[config.mk]
export PLATFORM = sky130hd
export DESIGN_NAME = scpm_clock_ctrl
export DESIGN_NICKNAME = d
export VERILOG_FILES = /design/src/verilog/scpm_pkg.sv /design/src/verilog/scpm_clock_ctrl.sv
export SDC_FILE = /design/constraint.sdc
export NUM_CORES = 1
export LEC_CHECK = 0
export BUFFER_PORTS_ARGS = -buffer_cell sky130_fd_sc_hd__buf_4
export CORE_ASPECT_RATIO = 1.25
export CORE_MARGIN = 5
export CORE_UTILIZATION = 50
export CTS_CLUSTER_SIZE = 40
export DETAILED_ROUTE_END_ITERATION = 8
export MAX_ROUTING_LAYER = met4
export PLACE_DENSITY = 0.68
export RECOVER_POWER = 50
export SLEW_MARGIN = 20
export SYNTH_ARGS = -nofsm -noshare
export SYNTH_HDL_FRONTEND = slang
export SYNTH_SLANG_ARGS = --single-unit
[constraint.sdc]
create_clock -name core_clk -period 2.7 [get_ports core_clk]
set_input_delay 0.27 -clock core_clk [delete_from_list [all_inputs] [get_ports core_clk]]
set_output_delay 0.27 -clock core_clk [all_outputs]
set_load 0.1 [all_outputs]
[src/verilog/scpm_pkg.sv]
// Package of constants and types for the system clock and power mode controller
package scpm_pkg;

  // ----------------------------------------------------------------------
  // Register offsets, field positions and reset values
  // ----------------------------------------------------------------------
  localparam logic [1:0] ADDR_MODE      = 2'h0;
  localparam logic [1:0] ADDR_FAST_RC   = 2'h1;
  localparam logic [1:0] ADDR_FAST_XTAL = 2'h2;
  localparam logic [1:0] ADDR_SLOW_XTAL = 2'h3;

  localparam int         SEL_MSB        = 7;
  localparam int         SEL_LSB        = 5;
  localparam int         FAST_SRC_BIT   = 3;
  localparam int         SLOW_SRC_BIT   = 2;
  localparam int         FAST_KEEP_BIT  = 1;
  localparam int         SLOW_KEEP_BIT  = 0;
  localparam int         RC_FREQ_MSB    = 3;
  localparam int         RC_FREQ_LSB    = 2;
  localparam int         XT_MODE_BIT    = 2;
  localparam int         STABLE_BIT     = 1;
  localparam int         ENABLE_BIT     = 0;

  localparam logic [7:0] MODE_RST       = 8'h00;
  localparam logic [7:0] FAST_RC_RST    = 8'h01;
  localparam logic [7:0] FAST_XTAL_RST  = 8'h00;
  localparam logic [7:0] SLOW_XTAL_RST  = 8'h00;

  localparam logic [2:0] SEL_SLOW       = 3'h7;
  localparam logic [1:0] RC_FREQ_12M    = 2'h1;
  localparam logic [1:0] RC_FREQ_16M    = 2'h2;

  // ----------------------------------------------------------------------
  // Timing: oscillator start-up times and their cycle counts at core_clk
  // ----------------------------------------------------------------------
  localparam int CLK_KHZ            = 10000;
  localparam int FAST_RC_START_US   = 16;
  localparam int FAST_XTAL_START_US = 1000;
  localparam int SLOW_XT_FAST_US    = 100000;
  localparam int SLOW_XT_LOWP_US    = 1000000;
  localparam int SLOW_PERIOD_NS     = 30518;
  localparam int FAST_RC_START_CYC  = (FAST_RC_START_US * CLK_KHZ + 999) / 1000;
  localparam int FAST_XTAL_CYC      = (FAST_XTAL_START_US * CLK_KHZ + 999) / 1000;
  localparam int SLOW_XT_FAST_CYC   = (SLOW_XT_FAST_US * (CLK_KHZ / 1000));
  localparam int SLOW_XT_LOWP_CYC   = (SLOW_XT_LOWP_US * (CLK_KHZ / 1000));
  localparam int SLOW_DIV_CYC       = (SLOW_PERIOD_NS * (CLK_KHZ / 1000)) / 1000;
  localparam int CNT_W              = 24;

  // ----------------------------------------------------------------------
  // Types
  // ----------------------------------------------------------------------
  typedef enum logic [2:0] {
    MODE_NORMAL, MODE_SLOW, MODE_SLEEP, MODE_IDLE_SLOW_ONLY,
    MODE_IDLE_BOTH_CLOCKS, MODE_IDLE_FAST_ONLY
  } scpm_mode_type;

  typedef struct packed {
    logic internal_fast_rc;
    logic external_fast_crystal;
    logic internal_slow_rc;
    logic external_slow_crystal;
  } scpm_osc_type;

endpackage

[src/verilog/scpm_clock_ctrl.sv]
// System clock select, oscillator control and operating mode controller
//
// Overview of operation
// RULE1: select codes 0..6 give fast clock divided by 1..64, code 7 slow clock
// RULE2: fast source bit picks internal fast RC (0) or external fast crystal (1)
// RULE3: slow source bit picks internal slow RC (0) or external slow crystal (1)
// RULE4: halt with both keep bits 0 enters sleep; only watchdog slow RC runs
// RULE5: halt with fast keep 0, slow keep 1: slow-only idle, sysclk only if code 7
// RULE6: halt with both keep bits 1: idle with all clocks running
// RULE7: halt with fast keep 1, slow keep 0: fast-only idle, sysclk stops on code 7
// RULE8: normal mode runs CPU from selected fast oscillator divided 1..64
// RULE9: in slow mode the fast oscillator follows its own enable bit
// RULE10: fast keep bit decides whether fast oscillator runs while halted
// RULE11: slow keep bit decides whether slow oscillator runs while halted
// RULE12: internal slow RC stays on while the watchdog is enabled
// RULE13: fast RC frequency codes: 00 and 11 8 MHz, 01 12 MHz, 10 16 MHz
// RULE14: a new fast RC frequency takes effect only once stable is set
// RULE15: enabling fast RC or changing frequency clears stable, later sets it
// RULE16: fast RC enable bit turns oscillator on, resets to 1
// RULE17: unimplemented bits ignore writes and read as zero
// RULE18: enabling fast crystal clears its stable flag, set when stable
// RULE19: enabling slow crystal clears its stable flag, set when stable
// RULE20: switch to slow clock completes only after slow source is stable
// RULE21: clock select changes switch without glitches or runt pulses
`timescale 1ns/1ns
`default_nettype none
module scpm_clock_ctrl
  import scpm_pkg::*;
#(
  parameter int FAST_XTAL_START = FAST_XTAL_CYC,
  parameter int SLOW_XT_FAST    = SLOW_XT_FAST_CYC,
  parameter int SLOW_XT_LOWP    = SLOW_XT_LOWP_CYC
) (
  input  wire logic          core_clk,
  input  wire logic          rstn,
  input  wire logic [1:0]    reg_addr,
  input  wire logic [7:0]    reg_wdata,
  input  wire logic          reg_wr,
  input  wire logic          reg_rd,
  output logic      [7:0]    reg_rdata,
  input  wire logic          halt_req,
  input  wire logic          wake_req,
  input  wire logic          wdt_enable,
  output logic               cpu_run,
  output logic               sys_tick,
  output logic               fast_clock_run,
  output logic               slow_clock_run,
  output scpm_osc_type       osc_run,
  output scpm_mode_type      op_mode,
  output logic      [1:0]    fast_rc_freq_active,
  output logic      [4:0]    fast_rc_mhz
);

  // ----------------------------------------------------------------------
  // Functions
  // ----------------------------------------------------------------------
  // Stability counter step: restarts on stop or restart request
  function automatic logic [CNT_W-1:0] next_count(input logic run, input logic restart,
                                                  input logic [CNT_W-1:0] cnt,
                                                  input logic [CNT_W-1:0] lim);
    if (!run || restart) begin
      next_count = '0;
    end else if (cnt < lim) begin
      next_count = cnt + 1'b1;
    end else begin
      next_count = cnt;
    end
  endfunction

  // True on the last fast cycle of a divide-by-2^code period
  function automatic logic div_hit(input logic [2:0] code, input logic [5:0] cnt);
    logic hit;
    hit = 1'b1;
    for (int i = 0; i < 6; i++) begin
      if (i < int'(code)) begin
        hit = hit & cnt[i];
      end
    end
    div_hit = hit;
  endfunction

  // ----------------------------------------------------------------------
  // Registers and internal state
  // ----------------------------------------------------------------------
  logic [2:0]       sysclk_select;
  logic             fast_source_select;
  logic             slow_source_select;
  logic             fast_keep_on_halt;
  logic             slow_keep_on_halt;
  logic [1:0]       fast_rc_freq_select;
  logic             fast_rc_enable;
  logic             fast_crystal_range;
  logic             fast_crystal_enable;
  logic             slow_crystal_speedup;
  logic             slow_crystal_enable;
  logic [CNT_W-1:0] rc_cnt;
  logic [CNT_W-1:0] hxt_cnt;
  logic [CNT_W-1:0] lxt_cnt;
  logic [2:0]       active_sel;
  logic [5:0]       fdiv;
  logic [8:0]       sdiv;
  logic             wr_mode;
  logic             wr_rc;
  logic             wr_hxt;
  logic             wr_lxt;
  logic [CNT_W-1:0] lxt_lim;
  logic             fast_rc_stable;
  logic             fast_crystal_stable;
  logic             slow_crystal_stable;
  logic             halted;
  logic             fast_ok;
  logic             slow_ok;
  logic             slow_hit;
  logic             raw_tick;
  logic             sys_run;
  logic             target_ok;
  scpm_osc_type     next_osc;

  // Write strobes per register
  assign wr_mode = reg_wr && (reg_addr == ADDR_MODE);
  assign wr_rc   = reg_wr && (reg_addr == ADDR_FAST_RC);
  assign wr_hxt  = reg_wr && (reg_addr == ADDR_FAST_XTAL);
  assign wr_lxt  = reg_wr && (reg_addr == ADDR_SLOW_XTAL);

  // Stable flags come from counters reaching the start-up time
  assign fast_rc_stable      = (rc_cnt == CNT_W'(FAST_RC_START_CYC));
  assign fast_crystal_stable = (hxt_cnt == CNT_W'(FAST_XTAL_START));
  assign slow_crystal_stable = (lxt_cnt == lxt_lim);
  assign lxt_lim = slow_crystal_speedup ? CNT_W'(SLOW_XT_FAST) : CNT_W'(SLOW_XT_LOWP);
  assign halted  = (op_mode != MODE_NORMAL) && (op_mode != MODE_SLOW);

  // ----------------------------------------------------------------------
  // Mode control register
  // ----------------------------------------------------------------------
  // Bit 4 has no storage, so writes to it vanish
  always_ff @(posedge core_clk) begin
    if (!rstn) begin
      sysclk_select      <= MODE_RST[SEL_MSB:SEL_LSB];
      fast_source_select <= MODE_RST[FAST_SRC_BIT];
      slow_source_select <= MODE_RST[SLOW_SRC_BIT];
      fast_keep_on_halt  <= MODE_RST[FAST_KEEP_BIT];
      slow_keep_on_halt  <= MODE_RST[SLOW_KEEP_BIT];
    end else if (wr_mode) begin
      sysclk_select      <= reg_wdata[SEL_MSB:SEL_LSB];
      fast_source_select <= reg_wdata[FAST_SRC_BIT];   // [RULE2]
      slow_source_select <= reg_wdata[SLOW_SRC_BIT];   // [RULE3]
      fast_keep_on_halt  <= reg_wdata[FAST_KEEP_BIT];  // [RULE10]
      slow_keep_on_halt  <= reg_wdata[SLOW_KEEP_BIT];  // [RULE11]
    end
  end

  // ----------------------------------------------------------------------
  // Oscillator control registers
  // ----------------------------------------------------------------------
  // Fast RC: enable resets to 1, upper nibble has no storage
  always_ff @(posedge core_clk) begin
    if (!rstn) begin
      fast_rc_freq_select <= FAST_RC_RST[RC_FREQ_MSB:RC_FREQ_LSB];
      fast_rc_enable      <= FAST_RC_RST[ENABLE_BIT];  // [RULE16]
    end else if (wr_rc) begin
      fast_rc_freq_select <= reg_wdata[RC_FREQ_MSB:RC_FREQ_LSB];
      fast_rc_enable      <= reg_wdata[ENABLE_BIT];    // [RULE16] [RULE17]
    end
  end

  // Crystal range is frozen while the crystal is enabled; speed-up is frozen
  // once the slow crystal drives the system clock
  always_ff @(posedge core_clk) begin
    if (!rstn) begin
      fast_crystal_range   <= FAST_XTAL_RST[XT_MODE_BIT];
      fast_crystal_enable  <= FAST_XTAL_RST[ENABLE_BIT];
      slow_crystal_speedup <= SLOW_XTAL_RST[XT_MODE_BIT];
      slow_crystal_enable  <= SLOW_XTAL_RST[ENABLE_BIT];
    end else begin
      if (wr_hxt) begin
        fast_crystal_enable <= reg_wdata[ENABLE_BIT];
        if (!fast_crystal_enable) begin
          fast_crystal_range <= reg_wdata[XT_MODE_BIT];
        end
      end
      if (wr_lxt) begin
        slow_crystal_enable <= reg_wdata[ENABLE_BIT];
        if (!(active_sel == SEL_SLOW && slow_source_select)) begin
          slow_crystal_speedup <= reg_wdata[XT_MODE_BIT];
        end
      end
    end
  end

  // ----------------------------------------------------------------------
  // Oscillator run requests
  // ----------------------------------------------------------------------
  // Selected fast source forced on only while a fast code is requested and
  // the CPU runs; otherwise the enable bits decide, gated by the keep bits
  always_comb begin
    next_osc = '0;
    next_osc.internal_fast_rc = (fast_rc_enable
        || (!halted && sysclk_select != SEL_SLOW && !fast_source_select))
        && (!halted || fast_keep_on_halt);                       // [RULE8] [RULE9] [RULE10]
    next_osc.external_fast_crystal = (fast_crystal_enable
        || (!halted && sysclk_select != SEL_SLOW && fast_source_select))
        && (!halted || fast_keep_on_halt);                       // [RULE9] [RULE10]
    next_osc.internal_slow_rc = (!slow_source_select
        && (!halted || slow_keep_on_halt)) || wdt_enable;         // [RULE11] [RULE12]
    next_osc.external_slow_crystal = (slow_crystal_enable
        || (!halted && sysclk_select == SEL_SLOW && slow_source_select))
        && (!halted || slow_keep_on_halt);                       // [RULE11]
  end

  always_ff @(posedge core_clk) begin
    if (!rstn) begin
      osc_run <= '0;
    end else begin
      osc_run <= next_osc;
    end
  end

  // ----------------------------------------------------------------------
  // Start-up timers: stable flags fall on enable or frequency change
  // ----------------------------------------------------------------------
  always_ff @(posedge core_clk) begin
    if (!rstn) begin
      rc_cnt  <= '0;
      hxt_cnt <= '0;
      lxt_cnt <= '0;
    end else begin
      rc_cnt  <= next_count(osc_run.internal_fast_rc,
                            wr_rc && ((reg_wdata[ENABLE_BIT] && !fast_rc_enable)
                            || reg_wdata[RC_FREQ_MSB:RC_FREQ_LSB] != fast_rc_freq_select),
                            rc_cnt, CNT_W'(FAST_RC_START_CYC));             // [RULE15]
      hxt_cnt <= next_count(osc_run.external_fast_crystal,
                            wr_hxt && reg_wdata[ENABLE_BIT] && !fast_crystal_enable,
                            hxt_cnt, CNT_W'(FAST_XTAL_START));              // [RULE18]
      lxt_cnt <= next_count(osc_run.external_slow_crystal,
                            wr_lxt && reg_wdata[ENABLE_BIT] && !slow_crystal_enable,
                            lxt_cnt, lxt_lim);                              // [RULE19]
    end
  end

  // Frequency applied only after the RC reports stable
  always_ff @(posedge core_clk) begin
    if (!rstn) begin
      fast_rc_freq_active <= FAST_RC_RST[RC_FREQ_MSB:RC_FREQ_LSB];
      fast_rc_mhz         <= 5'h08;
    end else if (fast_rc_stable) begin
      fast_rc_freq_active <= fast_rc_freq_select;                           // [RULE14]
      if (fast_rc_freq_select == RC_FREQ_12M) begin
        fast_rc_mhz <= 5'h0C;                                               // [RULE13]
      end else if (fast_rc_freq_select == RC_FREQ_16M) begin
        fast_rc_mhz <= 5'h10;
      end else begin
        fast_rc_mhz <= 5'h08;
      end
    end
  end

  // ----------------------------------------------------------------------
  // Clock sources and dividers
  // ----------------------------------------------------------------------
  // The fast clock is represented by core_clk itself; slow by a divider
  assign fast_ok  = fast_source_select ? fast_crystal_stable
                                       : (fast_rc_stable && osc_run.internal_fast_rc); // [RULE2]
  assign slow_ok  = slow_source_select ? slow_crystal_stable
                                       : osc_run.internal_slow_rc;                    // [RULE3]
  assign slow_hit = (sdiv == 9'(SLOW_DIV_CYC - 1));

  always_ff @(posedge core_clk) begin
    if (!rstn) begin
      fdiv <= '0;
      sdiv <= '0;
    end else begin
      if (fast_ok) begin
        fdiv <= fdiv + 6'h01;
      end
      if (!slow_ok || slow_hit) begin
        sdiv <= '0;
      end else begin
        sdiv <= sdiv + 9'h001;
      end
    end
  end

  // Tick of the clock now in use
  assign raw_tick = (active_sel == SEL_SLOW) ? (slow_ok && slow_hit)
                                             : (fast_ok && div_hit(active_sel, fdiv)); // [RULE1]
  assign target_ok = (sysclk_select == SEL_SLOW) ? slow_ok : fast_ok;

  // ----------------------------------------------------------------------
  // Glitch-free select: change at the end of a full period of the old clock, or at once
  // if the old source has stopped, and once the new source is stable; costs up to one old period
  // ----------------------------------------------------------------------
  always_ff @(posedge core_clk) begin
    if (!rstn) begin
      active_sel <= MODE_RST[SEL_MSB:SEL_LSB];
    end else if (active_sel != sysclk_select && target_ok
                 && (raw_tick || !((active_sel == SEL_SLOW) ? slow_ok : fast_ok))) begin
      active_sel <= sysclk_select;                                 // [RULE20] [RULE21] [RULE14]
    end
  end

  // ----------------------------------------------------------------------
  // Operating mode state machine
  // ----------------------------------------------------------------------
  always_ff @(posedge core_clk) begin
    if (!rstn) begin
      op_mode <= MODE_NORMAL;
    end else begin
      case (op_mode)
        MODE_NORMAL, MODE_SLOW: begin
          if (halt_req) begin
            case ({fast_keep_on_halt, slow_keep_on_halt})
              2'b00: op_mode <= MODE_SLEEP;                         // [RULE4]
              2'b01: op_mode <= MODE_IDLE_SLOW_ONLY;                // [RULE5]
              2'b11: op_mode <= MODE_IDLE_BOTH_CLOCKS;              // [RULE6]
              default: op_mode <= MODE_IDLE_FAST_ONLY;              // [RULE7]
            endcase
          end else if (active_sel == SEL_SLOW) begin
            op_mode <= MODE_SLOW;
          end else begin
            op_mode <= MODE_NORMAL;                                 // [RULE8]
          end
        end
        default: begin
          if (wake_req) begin
            op_mode <= (active_sel == SEL_SLOW) ? MODE_SLOW : MODE_NORMAL;
          end
        end
      endcase
    end
  end

  // System clock gating per mode
  always_comb begin
    case (op_mode)
      MODE_SLEEP:            sys_run = 1'b0;                        // [RULE4]
      MODE_IDLE_SLOW_ONLY:   sys_run = (active_sel == SEL_SLOW);    // [RULE5]
      MODE_IDLE_BOTH_CLOCKS: sys_run = 1'b1;                        // [RULE6]
      MODE_IDLE_FAST_ONLY:   sys_run = (active_sel != SEL_SLOW);    // [RULE7]
      default:               sys_run = 1'b1;
    endcase
  end

  // ----------------------------------------------------------------------
  // Registered outputs
  // ----------------------------------------------------------------------
  always_ff @(posedge core_clk) begin
    if (!rstn) begin
      sys_tick       <= 1'b0;
      cpu_run        <= 1'b0;
      fast_clock_run <= 1'b0;
      slow_clock_run <= 1'b0;
    end else begin
      sys_tick       <= raw_tick && sys_run;
      cpu_run        <= !halted;
      fast_clock_run <= fast_ok;
      slow_clock_run <= slow_ok && (!halted || slow_keep_on_halt);
    end
  end

  // Read data stands only in the cycle after the strobe
  always_ff @(posedge core_clk) begin
    if (!rstn || !reg_rd) begin
      reg_rdata <= 8'h00;
    end else if (reg_addr == ADDR_MODE) begin
      reg_rdata <= {sysclk_select, 1'b0, fast_source_select, slow_source_select,
                    fast_keep_on_halt, slow_keep_on_halt};                 // [RULE17]
    end else if (reg_addr == ADDR_FAST_RC) begin
      reg_rdata <= {4'h0, fast_rc_freq_select, fast_rc_stable, fast_rc_enable}; // [RULE17]
    end else if (reg_addr == ADDR_FAST_XTAL) begin
      reg_rdata <= {5'h00, fast_crystal_range, fast_crystal_stable, fast_crystal_enable};
    end else begin
      reg_rdata <= {5'h00, slow_crystal_speedup, slow_crystal_stable, slow_crystal_enable};
    end
  end
endmodule
`default_nettype wire

Word-level counts from Yosys, hierarchy flattened
Index checks and enable logic that the tools add are counted.
{"block": "op_classes", "mux": 23, "mul": 0, "n_shift": 0, "eq_ne": 22, "order_cmp": 9, "addsub": 5, "bitwise": 8, "div_mod_pow": 0, "reduce_logical": 67}
{"op": "adder 24 x 1 -> 24 bit (second input constant)", "n": 3}
{"op": "logical AND 1 bit", "n": 28}
{"op": "equality test 24 x 14 -> 1 bit (second input constant)", "n": 1}
{"op": "equality test 24 bit", "n": 1}
{"op": "equality test 24 x 8 -> 1 bit (second input constant)", "n": 1}
{"op": "less-than comparator 24 x 14 -> 1 bit (second input constant)", "n": 1}
{"op": "less-than comparator 24 bit", "n": 1}
{"op": "less-than comparator 24 x 8 -> 1 bit (second input constant)", "n": 1}
{"op": "2-to-1 mux 24 bit", "n": 1}
{"op": "logical NOT 1 bit", "n": 13}
{"op": "logical OR 1 bit", "n": 13}
{"op": "2-to-1 mux 1 bit", "n": 12}
{"op": "2-to-1 mux 3 bit", "n": 4}
{"op": "2-to-1 mux 5 bit", "n": 2}
{"op": "OR reduction 2 bit", "n": 5}
{"op": "adder 9 x 1 -> 9 bit (second input constant)", "n": 1}
{"op": "equality test 3 bit (second input constant)", "n": 3}
{"op": "equality test 9 bit (second input constant)", "n": 1}
{"op": "case mux 3 bit (3 select lines)", "n": 1}
{"op": "equality test 2 bit (second input constant)", "n": 4}
{"op": "2-to-1 mux 8 bit", "n": 1}
{"op": "adder 6 x 1 -> 6 bit (second input constant)", "n": 1}
{"op": "equality test 2 x 1 -> 1 bit (second input constant)", "n": 3}
{"op": "equality test 3 x 2 -> 1 bit (second input constant)", "n": 2}
{"op": "other kinds (18)", "n": 30}
{"block": "totals", "ramBits": 0, "elab_cells": 164, "latch_bits": 0, "regBits": 130, "input_bits": 17, "n_memories": 0, "romBits": 0}

Depth between registers and ports, before layout
{"block": "logic_depth", "depth_word": 16, "ltp_mapped": 9, "mapped_depth_nobuf": 8}

Worst setup path before layout
OpenSTA, ideal clock, no wires.
{"block": "synth_timing", "path_type": "register to register", "from": "register slow_crystal_speedup", "to": "register lxt_cnt[14]", "stages_incl_launch_ff": 10, "required_time_ps": 2572, "n_path_buf": 1, "period_less_slack_ps": 2290, "setup_ps": 128, "arrival_time_ps": 2163, "slack_ps": 410, "path_cell_list": "dfxtp_1 -> inv_1 -> ha_1 -> o21a_1 -> o21a_1 -> o31a_1 -> buf_2 -> nor4_1 -> xnor2_1 -> nor2_1"}
{"block": "synth_between", "elab_chain_len": 2}
{"element": "from (decl)", "line": "scpm_clock_ctrl.sv:94", "text": "logic slow_crystal_speedup;"}
{"element": "from (signal assigned)", "line": "scpm_clock_ctrl.sv:172", "text": "slow_crystal_speedup <= SLOW_XTAL_RST[XT_MODE_BIT];"}
{"element": "from (signal assigned)", "line": "scpm_clock_ctrl.sv:184", "text": "slow_crystal_speedup <= reg_wdata[XT_MODE_BIT];"}
{"element": "2-to-1 mux 24 bit", "line": "scpm_clock_ctrl.sv:129", "text": "assign lxt_lim = slow_crystal_speedup ? CNT_W'(SLOW_XT_FAST) : CNT_W'(SLOW_XT_LOWP);"}
{"element": "less-than comparator 24 bit", "line": "scpm_clock_ctrl.sv:63", "text": "end else if (cnt < lim) begin"}
{"element": "to (signal assigned)", "line": "scpm_clock_ctrl.sv:234", "text": "lxt_cnt <= next_count(osc_run.external_slow_crystal,"}
{"element": "to (decl)", "line": "scpm_clock_ctrl.sv:98", "text": "logic [CNT_W-1:0] lxt_cnt;"}
No other way between the ends.
A chain may end at the register's enable or synchronous reset.

Worst setup path in the final report
{"block": "layout_timing", "from": "register slow_crystal_speedup", "to": "register sdiv[3]"}
{"block": "layout_between", "elab_chain_len": 6}
{"element": "2-to-1 mux 24 bit", "line": "scpm_clock_ctrl.sv:129"}
{"element": "equality test 24 bit", "line": "scpm_clock_ctrl.sv:128", "text": "assign slow_crystal_stable = (lxt_cnt == lxt_lim);"}
{"element": "2-to-1 mux 1 bit", "line": "scpm_clock_ctrl.sv:263", "text": "assign slow_ok = slow_source_select ? slow_crystal_stable"}
{"element": "logical NOT 1 bit", "line": "scpm_clock_ctrl.sv:275", "text": "if (!slow_ok || slow_hit) begin"}
{"element": "logical OR 1 bit", "line": "scpm_clock_ctrl.sv:275"}
{"element": "OR reduction 2 bit (no source line)"}
{"element": "to (signal assigned)", "line": "scpm_clock_ctrl.sv:278", "text": "sdiv <= sdiv + 9'h001;"}
{"element": "to (decl)", "line": "scpm_clock_ctrl.sv:101", "text": "logic [8:0] sdiv;"}
No other way between the ends.

==> results.json <==
{
  "dieArea_um2": 14400,
  "ant_nets": 0,
  "ys_async_sr_fraction_pct": 0,
  "synth-edff-count": 0,
  "dieWidth_um": 108,
  "min_period_ns": 2.48,
  "initial_utilization_pct": 51.4,
  "portBuffers": 38,
  "yosys.area.top_type": "dfxtp_1",
  "layout_common_cells": "dfxtp_1, nor2_1, nand2_1",
  "status": "completed",
  "initialDrtViolationCount": 231,
  "ys_seq_area_share_pct": 42.2,
  "place_congestion": 0.854,
  "cp-end-kind": "flop",
  "rows": 44,
  "combPwrFrac_pct": 5.7,
  "cp-start-kind": "flop",
  "power.density_nw_per_um2": 629,
  "p_int_uw": 3360,
  "met2_usage_pct": 32.1,
  "synth.avg_cell_area_um2": 9.08,
  "yosysUniqueCellTypes": 60,
  "cap_viol_max_count": 0,
  "final_cell_area_um2": 6890,
  "synth_ff_type": "dfxtp_1",
  "fin_nets": 745,
  "max-vdd-ir-drop_mv": 0.358,
  "antenna_cells": 0,
  "gr-usage-all-layers_pct": 19.6,
  "cp.required_ns": 3.05,
  "dr.pass1.iters": 5,
  "fin_crit_sh_pct": 91.8,
  "drive_gt1_share_pct": 9.08,
  "finalSetupViolCount": 0,
  "cp_top_family": "simple AND/OR/NAND/NOR gates",
  "cp_slowest_stage_delay_ns": 0.49,
  "fmax_ghz": 0.404,
  "area_growth_pct": 14.3,
  "worst_pin_slew_ns": 1.18,
  "swShare_pct": 22.4,
  "cts.root.buffer_cell": "clkbuf_16",
  "grt_start_max_net_pins": 48,
  "grt.busiest_layer": "met2",
  "path_clk_slew_ns": 0.05,
  "clock_latency_ns": 0.42,
  "synth.area.top_cells": "dfxtp_1, xnor2_1, ha_1",
  "worstSetupPathType": "reg2reg",
  "ys_ff_latch": 127,
  "ctsHtreeMaxLevel": 4,
  "cp_slowest_cell": "or4bb_1",
  "core-area_um2": 11700,
  "drcViolationCount": 0,
  "power.switching_uw": 969,
  "via_count": 4747,
  "layout_commonest_cell": "dfxtp_1",
  "cts_hold_buf": 0,
  "cts_inserted_buffers": 17,
  "cp.buffers_inverters": 1,
  "rsz0062_at_grt": "false",
  "first_global_vias": 4726,
  "clockBufferDepth": 2,
  "grtUsageMet1_pct": 22.3,
  "cp_data_arrival_time_ns": 2.83,
  "hold_path.class": "in2reg",
  "post-synth-top-area-fraction_pct": 42.2,
  "vias_per_cell": 5.41,
  "cts_tree": "done",
  "tns_ns": 0,
  "r2r_start": "slow_crystal_speedup$_SDFFE_PN0P_",
  "p_total_uw": 4330,
  "min_path_cells": 2,
  "syn_area_um2": 6020,
  "startpoint": "slow_crystal_speedup$_SDFFE_PN0P_",
  "wl_per_cell_um": 14.3,
  "path_cells": "buf_4, ha_1, or4bb_1, nor4_2, a31o_2, nand2_1, or2_1, nor2_1",
  "routed_wl_um": 12500,
  "cts_repair_resize_count": 0,
  "io_pins": 43,
  "worst-path-max-fanout": 9,
  "slew_viol_final": 0,
  "grt_pass1_wl_um": 21900,
  "reg2reg_depth": 8,
  "yosys_warnings": 0,
  "clkPwrFrac_pct": 49.9,
  "post_cts_buffers": 0,
  "dpl-instance-area_um2": 6420,
  "dp_hpwl_um": 9140,
  "die_h_um": 133,
  "hold_viol_final": 0,
  "overflow": 0,
  "hp-start": "wdt_enable",
  "grt.met3_usage_pct": 4.92,
  "p_seq_share_pct": 44.3,
  "slew-limit-headroom_pct": 21.5,
  "skew_ns": 0.00625,
  "cp.depth": 8,
  "syn_inst": 663,
  "antenna_found_initial": 0,
  "cts_sinks": 127,
  "p_leak_uw": 0.00250
}
==> synthesized netlist by cell type, drive strengths merged, types with 2 or more instances <==
cell and count:
buf 12, mux4 2, xnor2 40, or2 2, inv 21, a21oi 17, nor4 25, and3 7
a211oi 4, nand4 12, o311ai 2, nor2b 22, nand2b 5, o21a 7, o21ai 16, o211ai 4
nand3 31, nand2 47, xor2 11, nor3 26, nor2 64, and2 38, dfxtp 127, clkbuf 15
nand4b 3, a21o 5, or3 5, a21boi 8, nor4b 5, nand3b 9, nor3b 7, a31oi 2
ha 24, and4 7, mux2i 16, or4 2
==> through the flow <==
| step | util [%] | hold slack [ns] | instances | setup slack, ns |
|---|---|---|---|---|
| after CTS | 59.6 | 0.0582 | 877 | 0.186 |
| after global placement | 54.7 | 0.442 | 845 | 0.0529 |
| after detailed placement | 54.7 | 0.445 | 846 | 0.188 |
| after global routing | 58.7 | 0.0738 | 877 | 0.0303 |
| final | 58.7 | 0.0767 | 877 | 0.223 |
| after floorplan | - | 0.394 | 665 | 0.410 |
==> power by group through the flow <==
stage	logic [uW]	registers, uW	clock network [uW]
after CTS	262	1920	2210
final	249	1920	2160
after detailed placement	261	1960	0
after global placement	255	1960	0
after global routing	272	1920	2320
after floorplan	134	2030	0
==> state kept, by name, indices dropped and copies added, names as in the netlist, 2 cells and up <==
| signal | flops |
|---|---|
| hxt_cnt | 24 |
| lxt_cnt | 24 |
| rc_cnt | 24 |
| sdiv | 9 |
| reg_rdata | 7 |
| fdiv | 6 |
| osc_run | 4 |
| active_sel | 3 |
| fast_rc_mhz | 3 |
| op_mode | 3 |
| sysclk_select | 3 |
| fast_rc_freq_active | 2 |
| fast_rc_freq_select | 2 |
==> path summary, 6_finish.rpt <==
kind / endpoint / slack (ns)
worst max-delay path: sdiv[3]$_SDFF_PP0_ / 0.22
worst min-delay path: osc_run[1]$_SDFF_PN0_ / 0.08
worst max register to register: sdiv[3]$_SDFF_PP0_ / 0.22
worst min register to register: rc_cnt[8]$_SDFFE_PP0N_ / 0.46
==> final cells by class <==
cell class / instances / area (um^2)
inverter: 21 / 78.8
tap: 161 / 201
sequential: 127 / 2540
timing repair buffer: 49 / 267
clock inverter: 6 / 55.1
multi-input combinational: 488 / 3230
clock buffer: 25 / 515
fill: 1062 / 4840
==> logic make-up after synthesis <==
group           synth area share [%]
compound gates                  8.10
xor+xnor                        7.42
fa+ha+maj                       4.99
buf+inv                         4.65
flops                           42.2
mux                             3.41
other cells                   0.0623
simple gates                    29.2
==> layer usage <==
metal	up-vias	part of all wire, %
met5	-	0
met4	0	2.7
met3	26	5.1
met2	112	51
met1	2230	42
li1	2379	-
No activity file was read; power rests on OpenSTA's default activity.
